### config.mk
export PLATFORM = sky130hd
export DESIGN_NAME = dwc_top
export DESIGN_NICKNAME = d
export VERILOG_FILES = /design/src/design/dwc_pkg.sv /design/src/design/dwc_taskreg.sv /design/src/design/dwc_sync.sv /design/src/design/dwc_top.sv
export SDC_FILE = /design/constraint.sdc
export NUM_CORES = 1
export LEC_CHECK = 0
export ABC_AREA = 1
export ABC_CLOCK_PERIOD_IN_PS = 6000
export BUFFER_PORTS_ARGS = -buffer_cell sky130_fd_sc_hd__buf_2
export CAP_MARGIN = 20
export CORE_MARGIN = 1
export CORE_UTILIZATION = 45
export DETAILED_ROUTE_END_ITERATION = 8
export MAX_ROUTING_LAYER = met4
export PLACE_DENSITY = 0.69
export SYNTH_ARGS = -nofsm -noshare
export SYNTH_HDL_FRONTEND = slang
export SYNTH_SLANG_ARGS = --single-unit
### constraint.sdc
create_clock -name clk_sys -period 6 [get_ports clk_sys]
set_input_delay 1.2 -clock clk_sys [delete_from_list [all_inputs] [get_ports clk_sys]]
set_output_delay 1.2 -clock clk_sys [all_outputs]
set_load 0.01 [all_outputs]
### src/design/dwc_pkg.sv
// Summary of operation
// - Opcode CAh starts 28-bit DMA write.
// - 28-bit count 00h means 256 sectors.
// - Low/mid bytes give address bits 15:0.
// - High byte gives cylinder high or bits 23:16.
// - Select bit 6 picks logical or CHS.
// - Select bits 3:0 give head or 27:24.
// - Success clears busy/fault/request/error, sets ready.
// - Fatal error ends command, loads failing address.
// - Error bit 7 flags Ultra DMA CRC.
// - Write-protect and media-changed bits, clear change flag.
// - ID-not-found for missing or out-of-range address.
// - Media-change-request bit sticks until media access.
// - Abort for unsupported, Ultra DMA error, range.
// - No-media bit when media absent.
// - Error end: ready, fault if any, error summary.
// - Opcode 35h starts 48-bit DMA write.
// - Packet-capable device refuses the extended write.
// - Feature, count and address registers keep current and previous bytes.
// - Extended count 16 bits, 0000h means 65536.
// - Extended address assembled from current/previous bytes.
// - High-order select bit reads previous bytes.
`default_nettype none
package dwc_pkg;
	localparam logic [7:0] DWC_OP_WR28 = 8'hCA;
	localparam logic [7:0] DWC_OP_WR48 = 8'h35;
	// APB byte addresses of the register file.
	localparam logic [7:0] DWC_A_FEAT = 8'h00;
	localparam logic [7:0] DWC_A_CNT = 8'h04;
	localparam logic [7:0] DWC_A_ALO = 8'h08;
	localparam logic [7:0] DWC_A_AMID = 8'h0C;
	localparam logic [7:0] DWC_A_AHI = 8'h10;
	localparam logic [7:0] DWC_A_DSEL = 8'h14;
	localparam logic [7:0] DWC_A_CMD = 8'h18;
	localparam logic [7:0] DWC_A_ERR = 8'h1C;
	localparam logic [7:0] DWC_A_STAT = 8'h20;
	localparam logic [7:0] DWC_A_CTRL = 8'h24;
	localparam logic [7:0] DWC_A_XFER = 8'h28;
	localparam logic [7:0] DWC_A_LBAL = 8'h2C;
	localparam logic [7:0] DWC_A_LBAH = 8'h30;
	// Control register fields.
	localparam int DWC_CTRL_HOB = 7;
	// Status register fields.
	localparam int DWC_ST_BSY = 7;
	localparam int DWC_ST_DRDY = 6;
	localparam int DWC_ST_DF = 5;
	localparam int DWC_ST_DRQ = 3;
	localparam int DWC_ST_ERR = 0;
	// Error register fields.
	localparam int DWC_ER_ICRC = 7;
	localparam int DWC_ER_WP = 6;
	localparam int DWC_ER_MC = 5;
	localparam int DWC_ER_IDNF = 4;
	localparam int DWC_ER_MCR = 3;
	localparam int DWC_ER_ABRT = 2;
	localparam int DWC_ER_NM = 1;
	// Device/head fields.
	localparam int DWC_DH_LBA = 6;
	localparam int DWC_DH_DEV = 4;
	localparam logic [7:0] DWC_STAT_RST = 8'h40;
	localparam logic [16:0] DWC_CNT28_ZERO = 17'h00100;
	localparam logic [16:0] DWC_CNT48_ZERO = 17'h10000;
	typedef enum logic [2:0] {DWC_IDLE, DWC_XFER, DWC_DONE, DWC_FAIL}
		dwc_state_t;
endpackage
`default_nettype wire

### src/design/dwc_taskreg.sv
`timescale 1ns/10ps
`default_nettype none
// One command block byte with current and previous copies.
module dwc_taskreg (
	input wire logic clk_sys, // System clock.
	input wire logic sys_rst, // Synchronous reset.
	input wire logic host_we, // Host write strobe.
	input wire logic [7:0] host_d, // Host write byte.
	input wire logic dev_we, // Device load strobe.
	input wire logic [7:0] dev_cur, // Device current byte.
	input wire logic [7:0] dev_prev, // Device previous byte.
	output logic [7:0] cur_q, // Most recent byte.
	output logic [7:0] prev_q // Byte before it.
);
	always_ff @(posedge clk_sys) begin
		if (sys_rst) begin
			cur_q <= 8'h00;
			prev_q <= 8'h00;
		end else if (dev_we) begin
			cur_q <= dev_cur;
			prev_q <= dev_prev;
		end else if (host_we) begin
			cur_q <= host_d;
			prev_q <= cur_q;
		end
	end
endmodule // dwc_taskreg
`default_nettype wire

### src/design/dwc_sync.sv
`timescale 1ns/10ps
`default_nettype none
// Two-flop synchroniser for a bundle of pin levels.
module dwc_sync #(
	parameter int W = 8
) (
	input wire logic clk_sys, // System clock.
	input wire logic sys_rst, // Synchronous reset.
	input wire logic [W-1:0] d, // Asynchronous levels.
	output logic [W-1:0] q // Synchronised levels.
);
	logic [W-1:0] meta_r;
	if (W < 1) begin : g_bad_w
		$error("W must be positive");
	end
	always_ff @(posedge clk_sys) begin
		if (sys_rst) begin
			meta_r <= '0;
			q <= '0;
		end else begin
			meta_r <= d;
			q <= meta_r;
		end
	end
endmodule // dwc_sync
`default_nettype wire

### src/design/dwc_top.sv
// Added by the designer: the APB register port and the register addresses.
`timescale 1ns/10ps
`default_nettype none
// Device-side handler for the 28-bit and 48-bit DMA write commands.
module dwc_top import dwc_pkg::*; #(
	parameter bit PACKET_SET = 1'b0
) (
	input wire logic clk_sys, // System clock.
	input wire logic sys_rst, // Synchronous reset.
	input wire logic psel, // APB select.
	input wire logic penable, // APB enable.
	input wire logic pwrite, // APB direction.
	input wire logic [7:0] paddr, // APB byte address.
	input wire logic [31:0] pwdata, // APB write data.
	input wire logic [3:0] pstrb, // APB byte strobes.
	output logic [31:0] prdata, // APB read data.
	output logic pready, // APB ready.
	output logic pslverr, // APB error.
	input wire logic media_absent, // Pin: no media present.
	input wire logic media_protect, // Pin: media write protected.
	input wire logic media_changed, // Pin: media change seen.
	input wire logic media_change_req, // Pin: eject request.
	input wire logic xfer_udma, // Transfer runs as Ultra DMA.
	input wire logic xfer_done, // Pulse: all data moved.
	input wire logic xfer_crc_err, // Pulse: Ultra DMA CRC error.
	input wire logic xfer_udma_err, // Pulse: other Ultra DMA error.
	input wire logic xfer_fatal, // Pulse: unrecoverable error.
	input wire logic [47:0] xfer_fail_lba, // Failing sector address.
	input wire logic addr_bad, // Address out of range.
	input wire logic addr_idnf, // Report range as ID-not-found.
	input wire logic geom_invalid, // No valid translation yet.
	input wire logic dev_fault, // Device fault level.
	output logic xfer_start, // Pulse: begin DMA write.
	output logic [47:0] xfer_lba, // Start address or CHS.
	output logic xfer_chs, // Address is CHS.
	output logic [16:0] xfer_count, // Sectors to move.
	output logic dma_req // Data request level.
);
	logic [3:0] pin_s;
	logic [7:0] cur [6];
	logic [7:0] prv [6];
	logic [7:0] dsel_r, err_r, ctrl_r, stat_r, prdata_r;
	logic [47:0] lba_r;
	logic chs_r, start_r, mc_pend_r, mcr_r, pready_r, pslverr_r;
	logic [16:0] cnt_r;
	dwc_state_t st_r, st_nxt;

	dwc_sync #(.W(4)) u_sync (
		.clk_sys(clk_sys),
		.sys_rst(sys_rst),
		.d({media_absent, media_protect, media_changed, media_change_req}),
		.q(pin_s)
	);
	wire nm_s = pin_s[3];
	wire wp_s = pin_s[2];
	wire mc_s = pin_s[1];
	wire mcr_s = pin_s[0];

	// One-wait APB: access phase completes in its second cycle.
	wire acc = psel && penable && !pready_r;
	wire wr = acc && pwrite && pstrb[0];
	wire busy = stat_r[DWC_ST_BSY];
	wire hit_rw = paddr <= DWC_A_LBAH && paddr[1:0] == 2'b00;
	wire hob = ctrl_r[DWC_CTRL_HOB];
	wire [7:0] wd = pwdata[7:0];
	wire wr_cmd = wr && paddr == DWC_A_CMD && !busy;
	wire wr_ctrl = wr && paddr == DWC_A_CTRL;
	wire wr_dsel = wr && paddr == DWC_A_DSEL && !busy;
	wire is28 = wd == DWC_OP_WR28 && !PACKET_SET;
	wire is48 = wd == DWC_OP_WR48 && !PACKET_SET;
	wire fail_load = st_r == DWC_XFER && xfer_fatal;

	// Indices 0..4: feature, count, low, mid, high.
	wire [47:0] lba_f = fail_load ? xfer_fail_lba : 48'h0;
	genvar gi;
	generate
		for (gi = 0; gi < 5; gi++) begin : g_reg
			// Offsets kept in range for the bytes that never load.
			localparam int LO = gi >= 2 ? (gi - 2) * 8 : 0;
			localparam int HI = gi >= 2 ? (gi + 1) * 8 : 0;
			wire [7:0] a = 8'(gi * 4);
			wire hw = wr && paddr == a && !busy;
			wire dw = fail_load && gi >= 2;
			wire [7:0] dc = gi >= 2 ? lba_f[LO +: 8] : 8'h00;
			wire [7:0] dp = gi >= 2 ? lba_f[HI +: 8] : 8'h00;
			dwc_taskreg u_reg (
				.clk_sys(clk_sys),
				.sys_rst(sys_rst),
				.host_we(hw),
				.host_d(wd),
				.dev_we(dw),
				.dev_cur(dc),
				.dev_prev(dp),
				.cur_q(cur[gi]),
				.prev_q(prv[gi])
			);
		end
	endgenerate
	assign cur[5] = 8'h00;
	assign prv[5] = 8'h00;

	// Start address and count for each command form.
	wire lba_mode = dsel_r[DWC_DH_LBA];
	wire [47:0] a28 = {20'h00000, dsel_r[3:0], cur[4], cur[3], cur[2]};
	wire [47:0] a48 = {prv[4], prv[3], prv[2], cur[4], cur[3], cur[2]};
	wire [15:0] c48 = {prv[1], cur[1]};
	wire [16:0] n28 = cur[1] == 8'h00 ? DWC_CNT28_ZERO : {9'h000, cur[1]};
	wire [16:0] n48 = c48 == 16'h0000 ? DWC_CNT48_ZERO : {1'b0, c48};

	// Error flags gathered at command write and during the transfer.
	wire abrt_rng = addr_bad && !addr_idnf;
	wire idnf = geom_invalid || (addr_bad && addr_idnf);
	wire [7:0] err_start = {1'b0, wp_s, mc_pend_r, idnf, mcr_r, abrt_rng,
		nm_s, 1'b0};
	wire start_ok = err_start == 8'h00;
	wire [7:0] err_x = {xfer_crc_err && xfer_udma, 7'h00};
	wire abrt_x = xfer_udma && (xfer_crc_err || xfer_udma_err);

	always_comb begin
		st_nxt = st_r;
		unique case (st_r)
			DWC_IDLE:
				if (wr_cmd && (is28 || is48) && start_ok)
					st_nxt = DWC_XFER;
				else if (wr_cmd)
					st_nxt = DWC_FAIL;
			DWC_XFER:
				if (xfer_fatal || abrt_x || xfer_crc_err)
					st_nxt = DWC_FAIL;
				else if (xfer_done)
					st_nxt = DWC_DONE;
			DWC_DONE: st_nxt = DWC_IDLE;
			DWC_FAIL: st_nxt = DWC_IDLE;
			default: st_nxt = DWC_IDLE;
		endcase
	end

	// Status: busy from acceptance until posting.
	wire [7:0] stat_nxt =
		st_nxt == DWC_XFER ? 8'h80 | (stat_r & 8'h10) :
		st_nxt == DWC_FAIL ? 8'h80 :
		st_r == DWC_DONE ? 8'h40 :
		st_r == DWC_FAIL ? {1'b0, 1'b1, dev_fault, 4'h0,
			err_r != 8'h00} : stat_r;

	always_ff @(posedge clk_sys) begin
		if (sys_rst) begin
			st_r <= DWC_IDLE;
			stat_r <= DWC_STAT_RST;
		end else begin
			st_r <= st_nxt;
			stat_r <= stat_nxt;
		end
	end

	// Media-change latch: set wins over the clear at command time.
	always_ff @(posedge clk_sys) begin
		if (sys_rst) begin
			mc_pend_r <= 1'b0;
			mcr_r <= 1'b0;
		end else begin
			mc_pend_r <= mc_s || (mc_pend_r && !wr_cmd);
			mcr_r <= mcr_s || (mcr_r && !(st_r == DWC_DONE));
		end
	end

	wire [7:0] err_nxt =
		wr_cmd && !(is28 || is48) ? 8'h04 :
		wr_cmd ? err_start :
		st_r == DWC_XFER ? err_r | err_x | {5'h00, abrt_x, 2'b00} :
		err_r;

	always_ff @(posedge clk_sys) begin
		if (sys_rst) begin
			err_r <= 8'h00;
			dsel_r <= 8'h00;
			ctrl_r <= 8'h00;
		end else begin
			err_r <= err_nxt;
			if (fail_load)
				dsel_r <= {dsel_r[7:4], xfer_fail_lba[27:24]};
			else if (wr_dsel)
				dsel_r <= wd;
			if (wr_ctrl)
				ctrl_r <= wd;
		end
	end

	// Latched command parameters toward the DMA engine.
	always_ff @(posedge clk_sys) begin
		if (sys_rst) begin
			lba_r <= 48'h0;
			chs_r <= 1'b0;
			cnt_r <= 17'h0;
			start_r <= 1'b0;
		end else begin
			start_r <= st_r == DWC_IDLE && st_nxt == DWC_XFER;
			if (st_r == DWC_IDLE && st_nxt == DWC_XFER) begin
				lba_r <= is48 ? a48 : a28;
				chs_r <= !is48 && !lba_mode;
				cnt_r <= is48 ? n48 : n28;
			end
		end
	end

	// Read mux; the high-order select returns previous bytes.
	wire [2:0] ridx = paddr[4:2] > 3'd4 ? 3'd5 : paddr[4:2];
	wire [7:0] rbyte = hob ? prv[ridx] : cur[ridx];
	wire [7:0] rdat =
		paddr == DWC_A_DSEL ? dsel_r :
		paddr == DWC_A_ERR ? err_r :
		paddr == DWC_A_STAT ? stat_r :
		paddr == DWC_A_CTRL ? ctrl_r :
		paddr == DWC_A_XFER ? cnt_r[7:0] :
		paddr == DWC_A_LBAL ? lba_r[7:0] :
		paddr == DWC_A_LBAH ? lba_r[47:40] :
		paddr <= DWC_A_AHI && paddr != DWC_A_FEAT ? rbyte : 8'h00;

	always_ff @(posedge clk_sys) begin
		if (sys_rst) begin
			pready_r <= 1'b0;
			pslverr_r <= 1'b0;
			prdata_r <= 8'h00;
		end else begin
			pready_r <= psel && penable && !pready_r;
			pslverr_r <= acc && !hit_rw;
			prdata_r <= acc && !pwrite ? rdat : 8'h00;
		end
	end

	assign prdata = {24'h000000, prdata_r};
	assign pready = pready_r;
	assign pslverr = pslverr_r;
	assign xfer_start = start_r;
	assign xfer_lba = lba_r;
	assign xfer_chs = chs_r;
	assign xfer_count = cnt_r;
	assign dma_req = 1'b0;
endmodule // dwc_top
`default_nettype wire

# After elaboration in Yosys (flattened, before gate mapping)

Index checks and enable logic that the tools add are counted.

Magnitude comparators: 4
Eq/ne operators: 19
Mux-type cells: 46
Bitwise logic cells: 6
Reduce and logical (&&, ||, !) cells: 74

Operators with widths:

| cell                 | number |
|---|---|
| $mux W8              | 29 |
| $bmux W8 S3          | 2 |
| $eq A8 B6 Y1 const B | 6 |
| $mux W48             | 1 |
| $logic_and A1 B1 Y1  | 35 |
| $mux W17             | 2 |
| $eq A8 B5 Y1 const B | 4 |
| $logic_not A8 Y1     | 3 |
| $mux W3              | 6 |
| $eq A8 B4 Y1 const B | 2 |
| $logic_not A16 Y1    | 1 |
| $reduce_bool A8 Y1   | 2 |
| $mux W7              | 2 |
| $logic_not A1 Y1     | 10 |
| $reduce_bool A2 Y1   | 5 |
| $eq A3 B2 Y1 const B | 3 |
| $mux W9              | 1 |
| $eq A8 B3 Y1 const B | 1 |
| $eq A8 B8 Y1 const B | 1 |
| $le A8 B5 Y1 const B | 1 |
| $le A8 B6 Y1 const B | 1 |
| $mux W4              | 2 |
| $or A8 B3 Y8         | 1 |
| $or A8 B8 Y8         | 1 |
| 15 further kinds     | 27 |

Register bits after elaboration: 199
Input bits: 110
Output and inout port bits: 102

# Longest topological paths before layout

Gate-level depths: netlist of run 1.

Depth in word-level cells: 15
Gate-level depth with buffers: 13
Depth with buffers taken out: 13

# Hierarchy

From an unflattened synthesis of run 1, not the netlist that was laid out.

Cell total of the unflattened synthesis: 1,578
Area total of the unflattened synthesis: 10,322.4 sq um

By module, submodules not included:

| module      | instances | cells each | area an instance (sq um) | sequential area each (sq um) |
|---|---|---|---|---|
| dwc_top     | 1         | 918        | 5,993.2                  | 2,182.1 |
| dwc_taskreg | 5         | 127        | 819.5                    | 320.3 |
| dwc_sync    | 1         | 25         | 231.5                    | 160.2 |

# Least setup slack after synthesis of run 1

OpenSTA, ideal clock, no wires.

Path kind: input to register
Start point: in paddr[2]
End point: reg lba_r[10] (netlist: xfer_lba[10])
Data arrival time: 2,694 ps
Required time: 5,878 ps
Setup slack: 3,184 ps
Cell stages on the path: 9
Path buffers: 3
Cells stage by stage: buf_6 nor3_2 inv_2 nor3_4 nand3_2 nor3_4 buf_6 buf_12 a21oi_2

Cells in the longest elaborated chain, start to end: 9
Elaborated cells between the ends (all ways): 10
Those cells by class: eq/ne (2); mux (3); reduce/logical (5)

RTL lines:

| what                                | RTL line       | text |
|---|---|---|
| start, declared                     | dwc_top.sv:13  | `input wire logic [7:0] paddr,` |
| $eq A8 B5 Y1 *                      | dwc_top.sv:66  | `wire wr_cmd = wr && paddr == DWC_A_CMD && !busy;` |
| $logic_and A1 B1 Y1 * (2 in series) | dwc_top.sv:66  |  |
| $logic_and A1 B1 Y1 (2 in series)   | dwc_top.sv:123 | `if (wr_cmd && (is28 \|\| is48) && start_ok)` |
| $mux W3 *                           | dwc_top.sv:123 |  |
| $pmux W3 S2 *                       | dwc_top.sv:121 | `unique case (st_r)` |
| $eq A3 B1 Y1 *                      | dwc_top.sv:198 | `if (st_r == DWC_IDLE && st_nxt == DWC_XFER) begin` |
| $logic_and A1 B1 Y1 *               | dwc_top.sv:198 |  |
| end signal, assigned                | dwc_top.sv:199 | `lba_r <= is48 ? a48 : a28;` |
| end, declared                       | dwc_top.sv:43  | `logic [47:0] lba_r;` |

Mark *: on every way between the ends. The rest lies on a longest branch, timed or not.
A chain may end at the register's enable or synchronous reset.

# Final worst setup path of run 1

Start point: in paddr[2]
End point: reg prdata_r[4]

Cells in the longest elaborated chain, start to end: 15
Elaborated cells between the ends (all ways): 28
Those cells by class: order compare (2); eq/ne (7); mux (16); bitwise (1); reduce/logical (2)

RTL lines:

| what                                        | RTL line       | text |
|---|---|---|
| $gt A3 B3 Y1                                | dwc_top.sv:207 | `wire [2:0] ridx = paddr[4:2] > 3'd4 ? 3'd5 : paddr[4:2];` |
| $mux W3                                     | dwc_top.sv:207 |  |
| $not A3 Y4 (implied by the code)            | dwc_top.sv:208 | `wire [7:0] rbyte = hob ? prv[ridx] : cur[ridx];` |
| $bmux W8 S3                                 | dwc_top.sv:208 |  |
| $mux W8 (implied by the code) (2 in series) | dwc_top.sv:208 |  |
| $mux W8                                     | dwc_top.sv:208 |  |
| $mux W8                                     | dwc_top.sv:217 | `paddr <= DWC_A_AHI && paddr != DWC_A_FEAT ? rbyte : 8'h00;` |
| $mux W8                                     | dwc_top.sv:216 | `paddr == DWC_A_LBAH ? lba_r[47:40] :` |
| $mux W8                                     | dwc_top.sv:215 | `paddr == DWC_A_LBAL ? lba_r[7:0] :` |
| $mux W8                                     | dwc_top.sv:214 | `paddr == DWC_A_XFER ? cnt_r[7:0] :` |
| $mux W8                                     | dwc_top.sv:213 | `paddr == DWC_A_CTRL ? ctrl_r :` |
| $mux W8                                     | dwc_top.sv:212 | `paddr == DWC_A_STAT ? stat_r :` |
| $mux W8                                     | dwc_top.sv:211 | `paddr == DWC_A_ERR ? err_r :` |
| $mux W8 *                                   | dwc_top.sv:210 | `paddr == DWC_A_DSEL ? dsel_r :` |
| end signal, assigned                        | dwc_top.sv:227 | `prdata_r <= acc && !pwrite ? rdat : 8'h00;` |
| end, declared                               | dwc_top.sv:42  | `logic [7:0] dsel_r, err_r, ctrl_r, stat_r, prdata_r;` |

Mark *: on every way between the ends. The rest lies on a longest branch, timed or not. The select of a mux whose other input is x is not followed.

==> metrics.txt, run 1 <==
RSZ-0062 raised after global routing no; Hold Fails Final Rpt 0; initial core utilization between 40% and 50%; CP most frequent cell nand2_1; fillers 2005; hold_sp u_sync.meta_r[2]; H-tree Lvls 4; maximum VDD drop 0.172 mV; Critical Path Sink Type register; via count 9144; first-pass GRT wire length ~47 mm; post-DP HPWL 22.4 mm; Hold WS 0.403 ns; post-layout util between 50% and 60%; GRT overflow 0; Clock transition at path regs 0.08 ns; top-area cell type share of the netlist area 42.9%; synth-to-layout area growth 14.3%; worst skew pair latency around 0.45 ns; GR Util All Layers 29.8%; initial antenna violation count 0; max-cap viol count 0; max-slew violations 0; post-route ant nets 0; Iter 0 DRT Violations 887; Placed Instances 1648; post-synthesis sequential area ratio 42.9%; max incr delay on CP 0.49 ns; Slew HR 29.2%; average wire per standard cell between 15 and 20 um; Post-Syn Area 9190 um2; total negative slack 0 ns; critical path arrival 4.05 ns; die height 145 um; num rows approximately 50; overall die area about 21000 um2; vias in the first global route 8135; crit-path cells buf_2, inv_1, nand2_2, clkinv_1, o22ai_1, nand2_1, nand3b_1, nand3_1, nand4_1, nand2_1, a21oi_1; WP buf/inv 3; Critical Path Start Type input port; I/O pin count 212; Final setup viols 0; leakage power 4.43 nW; residual DRC count 0; top post-synthesis cells by area dfxtp_1 (43%), nand2_1 (11%), o21ai_0 (7.5%); share of synthesized flip-flops with an asynchronous set or reset 0%; final std cells w/o fill about 1700; EDFF count, synth 0; most common flop cell mapped by yosys dfxtp_1; first-pass iteration count of the detailed router 5; share of post-route cells with drive strength above 1 17.6%; top-count cell post-synth nand2_1; clock buffer depth 2; Max Fanout on Critical Path 19; Post-CTS Hold Buffers 0; Cells after Synth around 1300; antenna cells 0; Die W 145 um; syn_area_per_cell 7.16 um2; Final period util 61.3%; Multi-input gate area 4190 um2; Post-CTS Repair Setup Buffers 0; Period minus WS final 3.68 ns; CTS buffer count 17; Commonest cells post-synth nand2_1 (262), dfxtp_1 (197), inv_1 (144); number of port buffers about 160; post-CTS resize count 0; post-synth cell types 43; area leader, netlist dfxtp_1; Seq cells post-synth approximately 200; Via density 5.44; Ys Warns 0; Pwr Density ~250 nW/um2; root buffer cell clkbuf_16; Critical Path RT 6.37 ns; Critical Path Start paddr[2]; Worst-Margin Slew roughly 1.1 ns; RD Place Congestion 0.951; Clock Sinks 197; drt total wl 30.5 mm; largest net degree at the start of global routing 61; core area 19700 um2; slowest CP cell clkinv_1; Worst R2R Start pready; Worst path top cell family by delay buffers and inverters; Reg area roughly 3900 um2; status completed; Hold Crit Class register to register; Nets 1512; CTS tree done; WS Path Type input port to register; Worst Skew 0.0143 ns; fmax 272 MHz
==> worst paths after layout <==
kind             endpoint  slack, ns  depth (start not counted)
max           prdata_r[4]       2.32                         11
min           u_sync.q[2]       0.40                          2
max reg2reg  xfer_lba[26]       3.16                         10
min reg2reg   u_sync.q[2]       0.40                          2
==> where the power goes <==
part | switching [mW] | internal (mW)
clock network | 0.570 | 0.593
registers | 0.00167 | 1.31
logic | 0.0994 | 0.0374
==> per-layer routing <==
layer / vias up / track usage (%) / wire length, um
li1: 4444 / - / -
met1: 4293 / 40.8 / 13800
met2: 357 / 44.6 / 13600
met3: 50 / 4.78 / 2290
met4: 0 / 9.89 / 707
met5: - / - / 0
==> cells in the final DEF, fill, tap and decap left out, types with 2 or more instances in the layout <==
master | synthesis | routed
a211oi_1 | 2 | 2
a21oi_1 | 122 | 122
a21oi_2 | 21 | 21
a22oi_1 | 12 | 12
a31oi_1 | 23 | 23
buf_2 | 3 | 159
buf_4 | 25 | 8
clkbuf_16 | 0 | 17
clkinv_1 | 2 | 2
clkinv_4 | 0 | 2
clkinvlp_4 | 0 | 3
conb_1 | 1 | 26
dfxtp_1 | 197 | 197
inv_1 | 144 | 143
inv_2 | 7 | 8
inv_6 | 0 | 2
inv_8 | 0 | 6
nand2_1 | 262 | 262
nand2_2 | 2 | 2
nand2_4 | 2 | 2
nand3_1 | 84 | 84
nand3_2 | 2 | 2
nand3b_1 | 5 | 5
nand4_1 | 15 | 15
nor2_1 | 76 | 75
nor2_2 | 2 | 2
nor2_4 | 1 | 2
nor3_1 | 10 | 10
nor3_2 | 3 | 3
nor3_4 | 2 | 2
nor4_1 | 5 | 5
o211a_1 | 4 | 4
o21ai_0 | 138 | 138
o21ai_1 | 25 | 25
o21ai_2 | 2 | 2
o22ai_1 | 11 | 11
==> registers in the layout (all words and copies together) (netlist names), 3 cells and up <==
name and count:
prdata_r 8, xfer_lba 48, st_r 3, xfer_count 17, stat_r 4, ctrl_r 8
u_sync.q 4, g.u_reg.cur_q 40, g.u_reg.prev_q 40, err_r 7, u_sync.meta_r 4, dsel_r 8
==> metrics by stage <==
stage | area [um2] | worst slack, ns | total power, mW
after global placement | 9920 | 1.90 | 1.48
after global routing | 10500 | 2.14 | 2.69
final | 10500 | 2.32 | 2.61
after floorplan | 9290 | 3.18 | 1.43
after detailed placement | 9920 | 1.98 | 1.48
after CTS | 10500 | 2.43 | 2.61
==> cells by family (layout without fill, tap and decap cells) <==
logic type             count (synthesis)  count (layout)  synth area share (%)
DFF                                  197             197                  42.9
buffers and inverters                247             354                  12.6
other                                  1              26                0.0408
AOI/OAI and AO/OA                    364             364                  21.9
and+or+nand+nor                      474             474                  22.5
==> worst min-delay path, delay by kind of cell, from the launching register on <==
family | cells | cell delay (ns)
flops | 1 | 0.30
simple gates | 1 | 0.03
buf+inv | 1 | 0.04
==> area by class of cell <==
cell class,instances,area share (%)
multi-input cells,864,39.9
repair buffers,168,8.33
clock inverters,15,1.52
clock buffers,17,4.05
inverters,154,5.52
well taps,265,3.16
flip-flops and latches,197,37.5
(Power assumes the default switching activity.)
==> run 2: changes to the inputs <==
Settings changed: ABC_CLOCK_PERIOD_IN_PS 6000 to 3500.
Clock period 6 ns to 3.5 ns, I/O delays scaled along.
==> metrics.txt, run 2 (synthesis gave the netlist of run 1 again) <==
die height 145 um; Worst-Margin Slew 0.693 ns; initial antenna violation count 0; status completed; Period minus WS final about 2.6 ns; average wire per standard cell 18.0 um; Worst Skew 0.00879 ns; max-cap viol count 0; Hold Crit Class register to register; Pwr Density 422 nW/um2; total negative slack 0 ns; initial core utilization 46.6%; Critical Path RT roughly 3.9 ns; Clock Sinks 197; max reg flops 48; Critical Path Sink Type register; CTS buffer count 17; hold_sp u_sync.meta_r[0]; post-CTS resize count 0; post-DP HPWL 22.8 mm; Via density 5.40; drt total wl 30.6 mm; maximum VDD drop roughly 0.3 mV; WP buf/inv 4; Place WS 0.529 ns; Die W 145 um; RD Place Congestion 0.965; GR Util All Layers 29.6%; Worst path top cell family by delay simple AND/OR/NAND/NOR gates; I/O pin count 212; Critical Path Start Type input port; RSZ-0062 raised after global routing no; via count 9206; WS Path Type input port to register; commonest non-fill, non-tap cell in the layout nand2_1; residual DRC count 0; largest net degree at the start of global routing 50; fillers between 1500 and 2000; slowest CP cell nor3_4; synth-to-layout area growth 16.8%; Slew HR 53.6%; clock buffer depth 2; fmax 390 MHz; max incr delay on CP 0.42 ns; vias in the first global route 8424; GRT overflow 0; Iter 0 DRT Violations 882; Nets 1536; leakage power 4.58 nW; Post-CTS Hold Buffers 0; post-route ant nets 0; core area 19700 um2; critical path arrival between 2 and 3 ns; number of port buffers 159; max-slew violations 0; root buffer cell clkbuf_16; Post-CTS Repair Setup Buffers 0; worst skew pair latency 0.43 ns; crit-path cells buf_2, nand2_4, nor2_4, inv_2, nor3_4, nand3_2, nor3_4, buf_4, buf_4, nand3_1, a21oi_1; CTS tree done; Worst R2R Start st_r[1]; num rows 51; worst r2r dst g_reg[4].u_reg.cur_q[0]; Clock transition at path regs approximately 0.070 ns; first-pass iteration count of the detailed router 5; H-tree Lvls 4; share of post-route cells with drive strength above 1 18.8%; Hold Fails Final Rpt 0; final worst slack between 0.9 and 1 ns; setup slack, reg-to-reg 1.11 ns; reg2reg path depth 8; first-pass GRT wire length between 40 and 50 mm; commonest cells after routing, fill and taps aside nand2_1 (262), dfxtp_1 (197), buf_2 (159); Hold Crit Depth 2; Final setup viols 0; Hold Path Sink u_sync.q[0]; antenna cells 0; Max Fanout on Critical Path 19; Final period util around 73%; Design Power 4.53 mW; overall die area roughly 21000 um2
run 2: through the flow:
stage	util, %	instances	cell area (um2)	hold WS, ns
global placement	51.4	1672	10100	0.390
floorplan	-	1308	9290	0.388
CTS	54.5	1704	10700	0.402
detailed placement	51.4	1672	10100	0.392
finish	54.5	1704	10700	0.402
global route	54.5	1704	10700	0.424
run 2: tightest hold or removal path, cell delays in order, from the launching register on:
cell and delay (ns):
dfxtp_1 0.30, inv_1 0.04, nor2_1 0.03
run 2: worst max path at each step:
stage	start	slack, ns	endpoint	cells past startpoint
after floorplan	paddr[2]	1.18	xfer_lba[10]	9
after global placement	paddr[2]	0.59	xfer_count[7]	10
after detailed placement	paddr[4]	0.53	xfer_count[4]	11
after CTS	paddr[4]	0.97	xfer_count[4]	11
after global routing	paddr[4]	0.77	xfer_count[4]	11
final	paddr[4]	0.93	xfer_count[4]	11
run 2: per-layer routing:
metal / global-route usage, % / vias up / wire [um]
li1: - / 4479 / -
met1: 40.4 / 4243 / 13400
met2: 44.6 / 424 / 13700
met3: 3.52 / 60 / 2540
met4: 11.8 / 0 / 956
met5: - / - / 0
run 2: where the power goes:
group | leakage [nW] | internal [mW] | switching [mW] | total [mW]
clock | 0.301 | 1.17 | 0.864 | 2.03
combinational | 2.69 | 0.0741 | 0.171 | 0.245
sequential | 1.59 | 2.25 | 0.00271 | 2.25
total | 4.58 | 3.49 | 1.04 | 4.53
run 2: layout make-up:
| type | count | area [um2] | share of cell area, % |
|---|---|---|---|
| flip-flops and latches | 197 | 3940 | 36.7 |
| multi-input cells | 864 | 4190 | 39.0 |
| well taps | 265 | 332 | 3.09 |
| clock inverters | 11 | 149 | 1.39 |
| inverters | 154 | 581 | 5.41 |
| repair buffers | 192 | 1080 | 10.1 |
| clock buffers | 21 | 460 | 4.29 |
==> run 3: changes to the inputs <==
Settings changed: ABC_CLOCK_PERIOD_IN_PS 3500 to 2350, PLACE_DENSITY 0.69 to 0.71.
Clock period 3.5 ns to 2.35 ns, I/O delays scaled along.
==> metrics.txt, run 3 (synthesis gave the netlist of run 1 again) <==
Design Power 6.73 mW; H-tree Lvls 4; placed cell areas roughly 10000 um2; GR Util All Layers 30.6%; initial core utilization 46.6%; Die W 145 um; Gate power share 5.9%; Post-CTS Hold Buffers 0; max-cap viol count 0; Place WS 0.000297 ns; fmax slightly below 500 MHz; post-layout util 55.9%; Critical Path RT 2.71 ns; residual DRC count 0; RSZ-0062 raised after global routing no; final std cells w/o fill 1734; I/O pin count 212; Pwr Density 610 nW/um2; Worst-Margin Slew 1.00 ns; Placed Instances 1702; WS Path Type register to register; largest net degree at the start of global routing 61; post-CTS resize count 0; first-pass GRT wire length 48.2 mm; Final period util 86.9%; critical path arrival 2.40 ns; num rows 51; Sw Ratio about 25%; core area 19700 um2; total negative slack 0 ns; Period minus WS final 2.04 ns; clock buffer depth 2; Net Switching 1.70 mW; RD Place Congestion 0.995; via count 9373; Hold WS ~0.22 ns; Hold Fails Final Rpt 0; Sequential Power Share between 40% and 50%; Critical Path Start Type register; initial antenna violation count 0; drt total wl approximately 31 mm; worst skew pair latency 0.44 ns; Final setup viols 0; Critical Path Sink Type register; Worst Skew between 0.01 and 0.015 ns; final instance area 11000 um2; root buffer cell clkbuf_16; number of port buffers 159; share of post-route cells with drive strength above 1 a little over 20%; final worst slack 0.308 ns; leakage power between 4 and 5 nW; post-DP HPWL about 24 mm; Hold Crit Class input port to register; average wire per standard cell 17.9 um; commonest non-fill, non-tap cell in the layout nand2_1; CTS buffer count 17; CTS tree done; GRT overflow 0; maximum VDD drop between 0.4 and 0.5 mV; max-slew violations 0; clock share of power between 40% and 50%; Iter 0 DRT Violations 1076; Clock Sinks approximately 200; vias in the first global route 8422; post-route ant nets 0; first-pass iteration count of the detailed router 5; Clock transition at path regs 0.08 ns; Internal 5.03 mW; Nets 1566; antenna cells 0; commonest cells after routing, fill and taps aside nand2_1 (262), dfxtp_1 (197), buf_2 (159); overall die area 21000 um2; Post-CTS Repair Setup Buffers 0; max reg flops 48; synth-to-layout area growth 19.9%; Slew HR 32.9%; die height 145 um; Max Fanout on Critical Path 22; Via density 5.41; status completed
[run 3: cell count changes in the layout (fill, tap and decap cells not counted), sizes merged]
cell      previous run  this run
clkinvlp             0         1
inv                153       158
clkbuf              21        18
bufinv               3         1
buf                192       222
clkinv               9         8
[run 3: path summary, 6_finish.rpt]
kind / depth (start not counted) / end / from / slack, ns
worst min-delay path: 3 / u_sync.meta_r[3] / media_absent / 0.22
worst min register to register: 2 / u_sync.q[2] / u_sync.meta_r[2] / 0.40
worst max register to register: 11 / xfer_lba[47] / pready / 0.31
worst max-delay path: 11 / xfer_lba[47] / pready / 0.31
[run 3: critical path, cell delays in order (launching register included)]
cell and delay, ns:
dfxtp_1 0.31, inv_1 0.06, nand3_2 0.08, nor2_2 0.13, nand2_2 0.12, nor3_4 0.26, nand3_2 0.16, nor3_4 0.18
buf_12 0.18, buf_4 0.14, nand2_4 0.14, o21ai_0 0.20
[run 3: area by class of cell]
cell class                 instances  area (um2)
clock buffer                      18         439
fill                            1939        8700
multi-input combinational        864        4190
timing repair buffer             222        1370
clock inverter                    14         164
sequential                       197        3940
inverter                         154         581
tap                              265         332
[run 3: layer usage]
metal | share of wire, % | GRT usage [%] | wire, um
met1 | 44 | 42.5 | 13600
met2 | 44 | 45.4 | 13800
met3 | 9.7 | 5.06 | 3020
met4 | 2.2 | 9.36 | 677
met5 | 0 | - | 0
[run 3: power by group through the flow]
stage                     sequential, mW  clock (mW)  combinational, mW
after floorplan                     3.43           0              0.216
after global placement              3.43           0              0.382
after detailed placement            3.43           0              0.384
after CTS                           3.35        3.01              0.386
after global routing                3.35        3.15              0.425
final                               3.35        2.98              0.395
